===== config.mk =====
export PLATFORM = sky130hd
export DESIGN_NAME = sac_top
export DESIGN_NICKNAME = d
export VERILOG_FILES = /design/src/core/sac_clkdiv.v /design/src/core/sac_sar.v /design/src/core/sac_top.v
export VERILOG_INCLUDE_DIRS = /design/src /design/src/core
export SDC_FILE = /design/constraint.sdc
export NUM_CORES = 1
export LEC_CHECK = 0
export BUFFER_PORTS_ARGS = -buffer_cell sky130_fd_sc_hd__buf_2
export CAP_MARGIN = 25
export CORE_MARGIN = 2
export CORE_UTILIZATION = 47
export CTS_BUF_LIST = sky130_fd_sc_hd__clkbuf_16
export DETAILED_ROUTE_END_ITERATION = 10
export GPL_TIMING_DRIVEN = 0
export PLACE_DENSITY = 0.72
export REMOVE_ABC_BUFFERS = 1
export SLEW_MARGIN = 40
export SYNTH_ARGS = -nofsm -noshare
export SYNTH_HDL_FRONTEND = slang
export SYNTH_HIERARCHICAL = 1
export SYNTH_SLANG_ARGS = --single-unit

===== constraint.sdc =====
create_clock -name mclk -period 5.8 [get_ports mclk]
set_clock_uncertainty 0.1 [all_clocks]
set_input_delay 0.29 -clock mclk [delete_from_list [all_inputs] [get_ports mclk]]
set_output_delay 0.29 -clock mclk [all_outputs]
set_load 0.1 [all_outputs]

===== src/core/sac_map.vh =====
// Register map, field positions, reset values and timing counts of the converter control.
// Assumes inclusion by bare name from the design files of this block only.
`ifndef SAC_MAP_VH
`define SAC_MAP_VH

// ----------------------------------------
// Register offsets
// ----------------------------------------
`define SAC_OFS_CSR 8'h34
`define SAC_OFS_RESULT 8'h35
`define SAC_OFS_AMP 8'h36

// ----------------------------------------
// Control/status fields
// ----------------------------------------
`define SAC_CSR_DONE 7
`define SAC_CSR_SPEED 6
`define SAC_CSR_ON 5
`define SAC_CSR_CH_HI 2
`define SAC_CSR_CH_LO 0
`define SAC_CSR_WMASK 8'h67

// ----------------------------------------
// Amplifier/clock fields
// ----------------------------------------
`define SAC_AMP_SLOW 3
`define SAC_AMP_GAIN 2
`define SAC_AMP_WMASK 8'h0c

// ----------------------------------------
// Reset values and constants
// ----------------------------------------
`define SAC_RST_BYTE 8'h00
`define SAC_CH_MAX 3'h4
`define SAC_DIV_FULL 2'h0
`define SAC_DIV_HALF 2'h1
`define SAC_DIV_QUARTER 2'h3
`define SAC_SAMPLE_TICKS 4'h4
`define SAC_STABLE_TICKS 8'h40
`define SAC_MSB_MASK 8'h80

`endif


===== src/core/sac_clkdiv.v =====
// Converter clock tick generator, derived from the processor clock.
// Assumes the parent passes a divide code of 0, 1 or 3 and a run enable.
`timescale 1ns/1ps
`include "sac_map.vh"

module sac_clkdiv (
    input wire mclk,
    input wire sys_rst,
    input wire ce,
    input wire run,
    input wire [1:0] div_code,
    output reg tick
);

    reg [1:0] count;

    // ----------------------------------------
    // Divider
    // ----------------------------------------
    // Counts up to div_code, one tick per wrap; stopped while off to save power
    always @(posedge mclk) begin
        if (sys_rst) begin
            count <= 2'h0;
            tick <= 1'b0;
        end else if (ce) begin
            if (!run) begin
                count <= 2'h0;
                tick <= 1'b0;
            end else if (count >= div_code) begin
                count <= 2'h0;
                tick <= 1'b1;
            end else begin
                count <= count + 2'h1;
                tick <= 1'b0;
            end
        end
    end

endmodule


===== src/core/sac_sar.v =====
// Successive-approximation sequencer: sample phase then eight trial steps.
// Assumes the comparator answers the trial value within one converter clock tick.
`timescale 1ns/1ps
`include "sac_map.vh"

module sac_sar #(
    parameter WIDTH = 8
) (
    input wire mclk,
    input wire sys_rst,
    input wire ce,
    input wire tick,
    input wire run,
    input wire restart,
    input wire comp_high,
    output reg sampling,
    output reg [WIDTH-1:0] trial,
    output reg done,
    output reg [WIDTH-1:0] value
);

    localparam ST_IDLE = 2'h0;
    localparam ST_SAMPLE = 2'h1;
    localparam ST_HOLD = 2'h2;

    reg [1:0] state;
    reg [3:0] samp_cnt;
    reg [WIDTH-1:0] bit_mask;

    // ----------------------------------------
    // Sequencer
    // ----------------------------------------
    // Restart wins over any step so an aborted conversion never completes
    always @(posedge mclk) begin
        if (sys_rst) begin
            state <= ST_IDLE;
            samp_cnt <= 4'h0;
            bit_mask <= {WIDTH{1'b0}};
            trial <= {WIDTH{1'b0}};
            sampling <= 1'b0;
            done <= 1'b0;
            value <= {WIDTH{1'b0}};
        end else if (ce) begin
            done <= 1'b0;
            if (!run || restart) begin
                state <= run ? ST_SAMPLE : ST_IDLE;
                samp_cnt <= 4'h0;
                sampling <= run;
                trial <= {WIDTH{1'b0}};
            end else if (tick) begin
                case (state)
                    ST_IDLE: begin
                        state <= ST_SAMPLE;
                        samp_cnt <= 4'h0;
                        sampling <= 1'b1;
                    end
                    ST_SAMPLE: begin
                        // Fixed sampling length in converter clocks
                        if (samp_cnt == `SAC_SAMPLE_TICKS - 4'h1) begin
                            state <= ST_HOLD;
                            sampling <= 1'b0;
                            bit_mask <= {1'b1, {(WIDTH-1){1'b0}}};
                            trial <= {1'b1, {(WIDTH-1){1'b0}}};
                        end else begin
                            samp_cnt <= samp_cnt + 4'h1;
                        end
                    end
                    ST_HOLD: begin
                        // One result bit per step, MSB first
                        if (bit_mask[0]) begin
                            value <= comp_high ? trial : (trial & ~bit_mask);
                            done <= 1'b1;
                            state <= ST_SAMPLE;
                            samp_cnt <= 4'h0;
                            sampling <= 1'b1;
                            trial <= {WIDTH{1'b0}};
                        end else begin
                            trial <= (comp_high ? trial : (trial & ~bit_mask)) | (bit_mask >> 1);
                            bit_mask <= bit_mask >> 1;
                        end
                    end
                    default: begin
                        state <= ST_IDLE;
                    end
                endcase
            end
        end
    end

endmodule


===== src/core/sac_top.v =====
// Control logic of an 8-bit successive-approximation converter with register port.
// Assumes an external sample-and-hold and comparator; comp_high is synchronous to mclk.
//
// Local design decision: the strobed register port.
`timescale 1ns/1ps
`include "sac_map.vh"

module sac_top #(
    parameter WIDTH = 8,
    parameter STABLE_TICKS = `SAC_STABLE_TICKS
) (
    input wire mclk,
    input wire sys_rst,
    input wire ce,
    input wire [7:0] addr,
    input wire [7:0] wdata,
    input wire wr,
    input wire rd,
    output reg [7:0] rdata,
    input wire wait_mode,
    input wire halt_mode,
    input wire comp_high,
    output reg converter_power,
    output reg amplifier_power,
    output reg x8_gain_route,
    output reg [2:0] channel_sel_out,
    output wire sample_phase,
    output wire [WIDTH-1:0] trial_value
);

    // ----------------------------------------
    // Register state
    // ----------------------------------------
    reg done_flag;
    reg speed;
    reg converter_on;
    reg [2:0] channel_select;
    reg slow;
    reg x8_gain_select;
    reg [WIDTH-1:0] conversion_result;
    reg [7:0] stable_cnt;
    reg halt_seen;

    wire hit_csr = (addr == `SAC_OFS_CSR);
    wire hit_result = (addr == `SAC_OFS_RESULT);
    wire hit_amp = (addr == `SAC_OFS_AMP);
    wire csr_write = wr && hit_csr;
    wire result_read = rd && hit_result;
    // Halt alone gates the converter; wait_mode is deliberately unused in logic
    wire run = converter_on && !halt_mode;
    wire restart = csr_write && wdata[`SAC_CSR_ON];
    wire stable = (stable_cnt == 8'h00);

    wire tick;
    wire sar_sampling;
    wire [WIDTH-1:0] sar_trial;
    wire sar_done;
    wire [WIDTH-1:0] sar_value;

    // Sequencer flops drive these pins directly: an extra register stage would show
    // the trial one mclk late, so full-rate steps would judge the previous trial
    assign sample_phase = sar_sampling;
    assign trial_value = sar_trial;

    // ----------------------------------------
    // Clock selection
    // ----------------------------------------
    // Slow overrides speed
    wire [1:0] div_code = slow ? `SAC_DIV_QUARTER : (speed ? `SAC_DIV_FULL : `SAC_DIV_HALF);

    sac_clkdiv u_div (
        .mclk(mclk),
        .sys_rst(sys_rst),
        .ce(ce),
        .run(run),
        .div_code(div_code),
        .tick(tick)
    );

    sac_sar #(
        .WIDTH(WIDTH)
    ) u_sar (
        .mclk(mclk),
        .sys_rst(sys_rst),
        .ce(ce),
        .tick(tick),
        .run(run),
        .restart(restart),
        .comp_high(comp_high),
        .sampling(sar_sampling),
        .trial(sar_trial),
        .done(sar_done),
        .value(sar_value)
    );

    // ----------------------------------------
    // Control registers
    // ----------------------------------------
    // Reserved bits are masked off so stray ones never land
    always @(posedge mclk) begin
        if (sys_rst) begin
            speed <= 1'b0;
            converter_on <= 1'b0;
            channel_select <= 3'h0;
            slow <= 1'b0;
            x8_gain_select <= 1'b0;
        end else if (ce) begin
            if (csr_write) begin
                speed <= wdata[`SAC_CSR_SPEED];
                converter_on <= wdata[`SAC_CSR_ON];
                channel_select <= wdata[`SAC_CSR_CH_HI:`SAC_CSR_CH_LO];
            end
            if (wr && hit_amp) begin
                slow <= wdata[`SAC_AMP_SLOW];
                x8_gain_select <= wdata[`SAC_AMP_GAIN];
            end
        end
    end

    // ----------------------------------------
    // Stabilization after halt
    // ----------------------------------------
    // Counts converter ticks after wakeup; suppresses done until elapsed
    always @(posedge mclk) begin
        if (sys_rst) begin
            stable_cnt <= 8'h00;
            halt_seen <= 1'b0;
        end else if (ce) begin
            halt_seen <= halt_mode;
            if (halt_mode) begin
                stable_cnt <= STABLE_TICKS[7:0];
            end else if (tick && !stable) begin
                stable_cnt <= stable_cnt - 8'h01;
            end
        end
    end

    // ----------------------------------------
    // Done flag and result
    // ----------------------------------------
    // Set beats clear when they coincide, except a restart abort discards it
    always @(posedge mclk) begin
        if (sys_rst) begin
            done_flag <= 1'b0;
            conversion_result <= {WIDTH{1'b0}};
        end else if (ce) begin
            if (sar_done && stable && !restart) begin
                done_flag <= 1'b1;
                conversion_result <= sar_value;
            end else if (csr_write || result_read) begin
                done_flag <= 1'b0;
            end
        end
    end

    // ----------------------------------------
    // Read port and outputs
    // ----------------------------------------
    // Read data valid one cycle after the strobe; unmapped reads give zero
    always @(posedge mclk) begin
        if (sys_rst) begin
            rdata <= `SAC_RST_BYTE;
            converter_power <= 1'b0;
            amplifier_power <= 1'b0;
            x8_gain_route <= 1'b0;
            channel_sel_out <= 3'h0;
        end else if (ce) begin
            rdata <= `SAC_RST_BYTE;
            if (rd && hit_csr) begin
                rdata <= {done_flag, speed, converter_on, 2'b00, channel_select};
            end else if (result_read) begin
                rdata <= conversion_result;
            end else if (rd && hit_amp) begin
                rdata <= {4'h0, slow, x8_gain_select, 2'b00};
            end
            converter_power <= run;
            amplifier_power <= run;
            x8_gain_route <= x8_gain_select;
            // Codes above four select input zero
            channel_sel_out <= (channel_select > `SAC_CH_MAX) ? 3'h0 : channel_select;
        end
    end

endmodule


==> results.sh <==
export IMPL_run_status="completed"
export IMPL_mappedNetlistArea_um2=3480
export IMPL_critical_path_max_fanout=10
export IMPL_worst_ir_drop_vdd_uv=187
export IMPL_synth_sequential_area_ratio_pct=41.5
export IMPL_final_min_clock_period_ps=2320
export IMPL_complex_gate_fraction_of_the_synthesized_area_pct=18.2
export IMPL_synth_ff_latch_count=72
export IMPL_mostFrequentLayoutCells="sky130_fd_sc_hd__dfxtp_1 (72), sky130_fd_sc_hd__buf_2 (42), sky130_fd_sc_hd__a21oi_1 (39)"
export IMPL_final_setup_viol_count=0
export IMPL_yosys_area_top_type="sky130_fd_sc_hd__dfxtp_1"
export IMPL_fin_tns_setup_ps=0
export IMPL_slew_limit_headroom_pct=56.1
export IMPL_initial_utilization_pct=48.2
export IMPL_total_power_uw=1150
export IMPL_final_layout_size_suffix_gt1_share_pct=19.8
export IMPL_synth_lib_cells_used_distinct=71
export IMPL_floorplan_die_area_um2=8100
export IMPL_async_reset_ff_share_pct=0
export IMPL_synthSimpleGateAreaFrac_pct=27.4
export IMPL_route_antenna_remaining_nets=0
export IMPL_postSynthCellCount=383
export IMPL_detail_route_iter0_violations=153
export IMPL_timing_final_hold_violations=0
export IMPL_clk_latency_ps=330
export IMPL_io_pins=47
export IMPL_setup_repair_after_global_routing_missed_its_margin="false"
export IMPL_worst_setup_path_type="reg2reg"
export IMPL_die_w_um=90.0
export IMPL_max_freq_mhz=430
export IMPL_synth_enable_flop_cells=0
export IMPL_synth_top_area_share_pct=41.5
export IMPL_route_detailed_drc=0
export IMPL_h_tree_depth=3
export IMPL_final_max_slew_viol_count=0
export IMPL_place_gp_congestion=0.814
export IMPL_syn_area_per_cell_um2=9.08
export IMPL_clkSlewWorstSetupHoldPaths_ps=60
export IMPL_layout_commonest_cell="sky130_fd_sc_hd__dfxtp_1"
export IMPL_cts_resized=0
export IMPL_grt_antenna_before_repair=0
export IMPL_coreArea_um2=7210
export IMPL_grt_total_usage_pct=19.2
export IMPL_wirelength_mm=7.52
export IMPL_top_signal_layer_used="met4"
export IMPL_place_worst_setup_slack_ps=3300
export IMPL_power_leakage_uw=0.00158
export IMPL_clockRootBuffer="sky130_fd_sc_hd__clkbuf_16"
export IMPL_timing_critical_path_from_type="register"
export IMPL_arrival_ps=2440
export IMPL_cts_sinks=72
export IMPL_endpoint_kind="register"
export IMPL_grt_max_degree=66
export IMPL_max_slew_worst_pin_slew_ps=659
export IMPL_finalWorstSetupSlack_ps=3480
export IMPL_post_drt_wl_per_cell_um=14.4
export IMPL_drt_pre_antenna_iters=4
export IMPL_synthXorXnorAreaFrac_pct=0.504
export IMPL_yosys_mux_area_fraction_pct=6.80
export IMPL_layout_nets=449
export IMPL_numPortBuffers=43
export IMPL_m1WireLength_mm=3.58
export IMPL_post_cts_buffers=0
export IMPL_number_of_antenna_cells_inserted=0
export IMPL_synth_top_family_by_area="simple AND/OR/NAND/NOR gates"
export IMPL_yosys_area_share_adder_pct=1.80
export IMPL_clock_tree_from_tritoncts="built"
export IMPL_dominantRegCellSynth="sky130_fd_sc_hd__dfxtp_1"
export IMPL_grt_first_pass_wirelength_mm=12.8
export IMPL_pwr_density_cell_nw_per_um2=285
export IMPL_synthesis_yosys_warnings=6
export IMPL_cts_buffer_depth=2
export IMPL_dr_wl_met3_um=359
export IMPL_grt_remaining_overflow=0
export IMPL_placementRows=31
export IMPL_synth_top_cells_by_area="sky130_fd_sc_hd__dfxtp_1 (41%), sky130_fd_sc_hd__a21oi_1 (5.6%), sky130_fd_sc_hd__nand2b_1 (5.2%), sky130_fd_sc_hd__mux2i_1 (5.2%), sky130_fd_sc_hd__nand2_1 (3.0%)"
export IMPL_cts_made_buffers=9
export IMPL_maxCapViolations=0
export IMPL_vias=2883
export IMPL_required_ps=5920
export IMPL_area_growth_pct=16.7
export IMPL_hpwl_after_detailed_placement_mm=5.06
export IMPL_dieHeight_um=90.0
export IMPL_hp_class="in2reg"
export IMPL_period_share_pct=40.1
export IMPL_number_of_global_route_vias_before_repair=2756
export IMPL_route_detailed_vias_per_inst=5.50
export IMPL_cts_hold_buffers_added=0
export IMPL_detailroute_wirelength_met2_mm=3.50
## cells by family after synthesis
logic type               count (synthesis)
AND/OR/NAND/NOR                        160
AO/OA/AOI/OAI                           90
flip-flops                              72
buffers and inverters                   31
multiplexers                            23
adder cells (fa/ha/maj)                  5
XOR/XNOR                                 2
## state kept, by name (all words and copies together), names as in the netlist
| register | flops |
|---|---|
| converter_on | 1 |
| x8_gain_route | 1 |
| u_div/tick | 1 |
| rdata | 8 |
| u_sar/sampling | 1 |
| u_sar/bit_mask | 8 |
| u_sar/state | 2 |
| u_sar/samp_cnt | 4 |
| u_div/count | 2 |
| slow | 1 |
| channel_select | 3 |
| u_sar/trial | 8 |
| amplifier_power | 1 |
| u_sar/done | 1 |
| done_flag | 1 |
| u_sar/value | 8 |
| x8_gain_select | 1 |
| conversion_result | 8 |
| stable_cnt | 8 |
| channel_sel_out | 3 |
| speed | 1 |
## final cells by class
type                            count  area (um2)
Sequential cell                    72        1440
Clock inverter                      7        95.1
Inverter                           14        52.6
Fill cell                         675        3160
Tap cell                           99         124
Clock buffer                        9         225
Timing Repair Buffer               43         218
Multi-Input combinational cell    280        1900
## cells in the mapped netlist (2+ instances only)
| cell | n |
|---|---|
| sky130_fd_sc_hd__dfxtp_1 | 72 |
| sky130_fd_sc_hd__a21oi_1 | 39 |
| sky130_fd_sc_hd__nand2b_1 | 29 |
| sky130_fd_sc_hd__nand2_1 | 28 |
| sky130_fd_sc_hd__nor2_1 | 27 |
| sky130_fd_sc_hd__nand3_1 | 20 |
| sky130_fd_sc_hd__mux2i_1 | 18 |
| sky130_fd_sc_hd__inv_1 | 14 |
| sky130_fd_sc_hd__clkbuf_1 | 9 |
| sky130_fd_sc_hd__a21o_1 | 7 |
| sky130_fd_sc_hd__o21ai_0 | 7 |
| sky130_fd_sc_hd__nand4_1 | 6 |
| sky130_fd_sc_hd__ha_1 | 5 |
| sky130_fd_sc_hd__mux2_2 | 5 |
| sky130_fd_sc_hd__nor2b_1 | 5 |
| sky130_fd_sc_hd__or3_1 | 5 |
| sky130_fd_sc_hd__a22o_1 | 4 |
| sky130_fd_sc_hd__and2_1 | 4 |
| sky130_fd_sc_hd__and4b_1 | 4 |
| sky130_fd_sc_hd__buf_4 | 4 |
| sky130_fd_sc_hd__a211oi_1 | 3 |
| sky130_fd_sc_hd__a32o_1 | 3 |
| sky130_fd_sc_hd__nor3_1 | 3 |
| sky130_fd_sc_hd__nor3b_1 | 3 |
| sky130_fd_sc_hd__o211ai_1 | 3 |
| sky130_fd_sc_hd__o21ai_1 | 3 |
| sky130_fd_sc_hd__o31ai_1 | 3 |
| sky130_fd_sc_hd__or4_1 | 3 |
| sky130_fd_sc_hd__or4_2 | 3 |
| sky130_fd_sc_hd__and3_1 | 2 |
| sky130_fd_sc_hd__buf_1 | 2 |
## critical path, stage by stage (launching register included)
cell and delay, ps:
sky130_fd_sc_hd__dfxtp_1 360, sky130_fd_sc_hd__nor2b_1 540, sky130_fd_sc_hd__nand2b_2 300, sky130_fd_sc_hd__a221oi_4 600
sky130_fd_sc_hd__nor2_1 80, sky130_fd_sc_hd__o221a_1 230
## metal layers
metal / up-vias / global-route usage [%]
met4: 0 / 5.26
met1: 1353 / 25.0
met3: 8 / 5.87
met5: - / 0
li1: 1464 / -
met2: 58 / 31.2
## where the power goes
part / total, uW / internal (uW) / switching (uW)
clock: 587 / 377 / 210
combinational: 64.9 / 25.8 / 39.1
sequential: 503 / 499 / 4.70
total: 1150 / 901 / 254
## per-stage QoR
stage / util, % / hold slack, ps / instance area (um2) / std cells
after CTS: 56.2 / 99.4 / 4060 / 524
final: 56.2 / 108 / 4060 / 524
after floorplan: - / 259 / 3390 / 366
after global placement: 51.8 / 340 / 3730 / 508
after detailed placement: 51.8 / 347 / 3740 / 508
after global routing: 56.2 / 115 / 4060 / 524
## final timing paths
kind,start,to,slack [ps],cells past startpoint
max,converter_on,u_sar/trial[0],3480,5
min reg2reg,u_sar/value[6],u_sar/value[6],350,2
min,wdata[2],x8_gain_select,110,3
max reg2reg,converter_on,u_sar/trial[0],3480,5
Power figures use the tool's default switching activity.
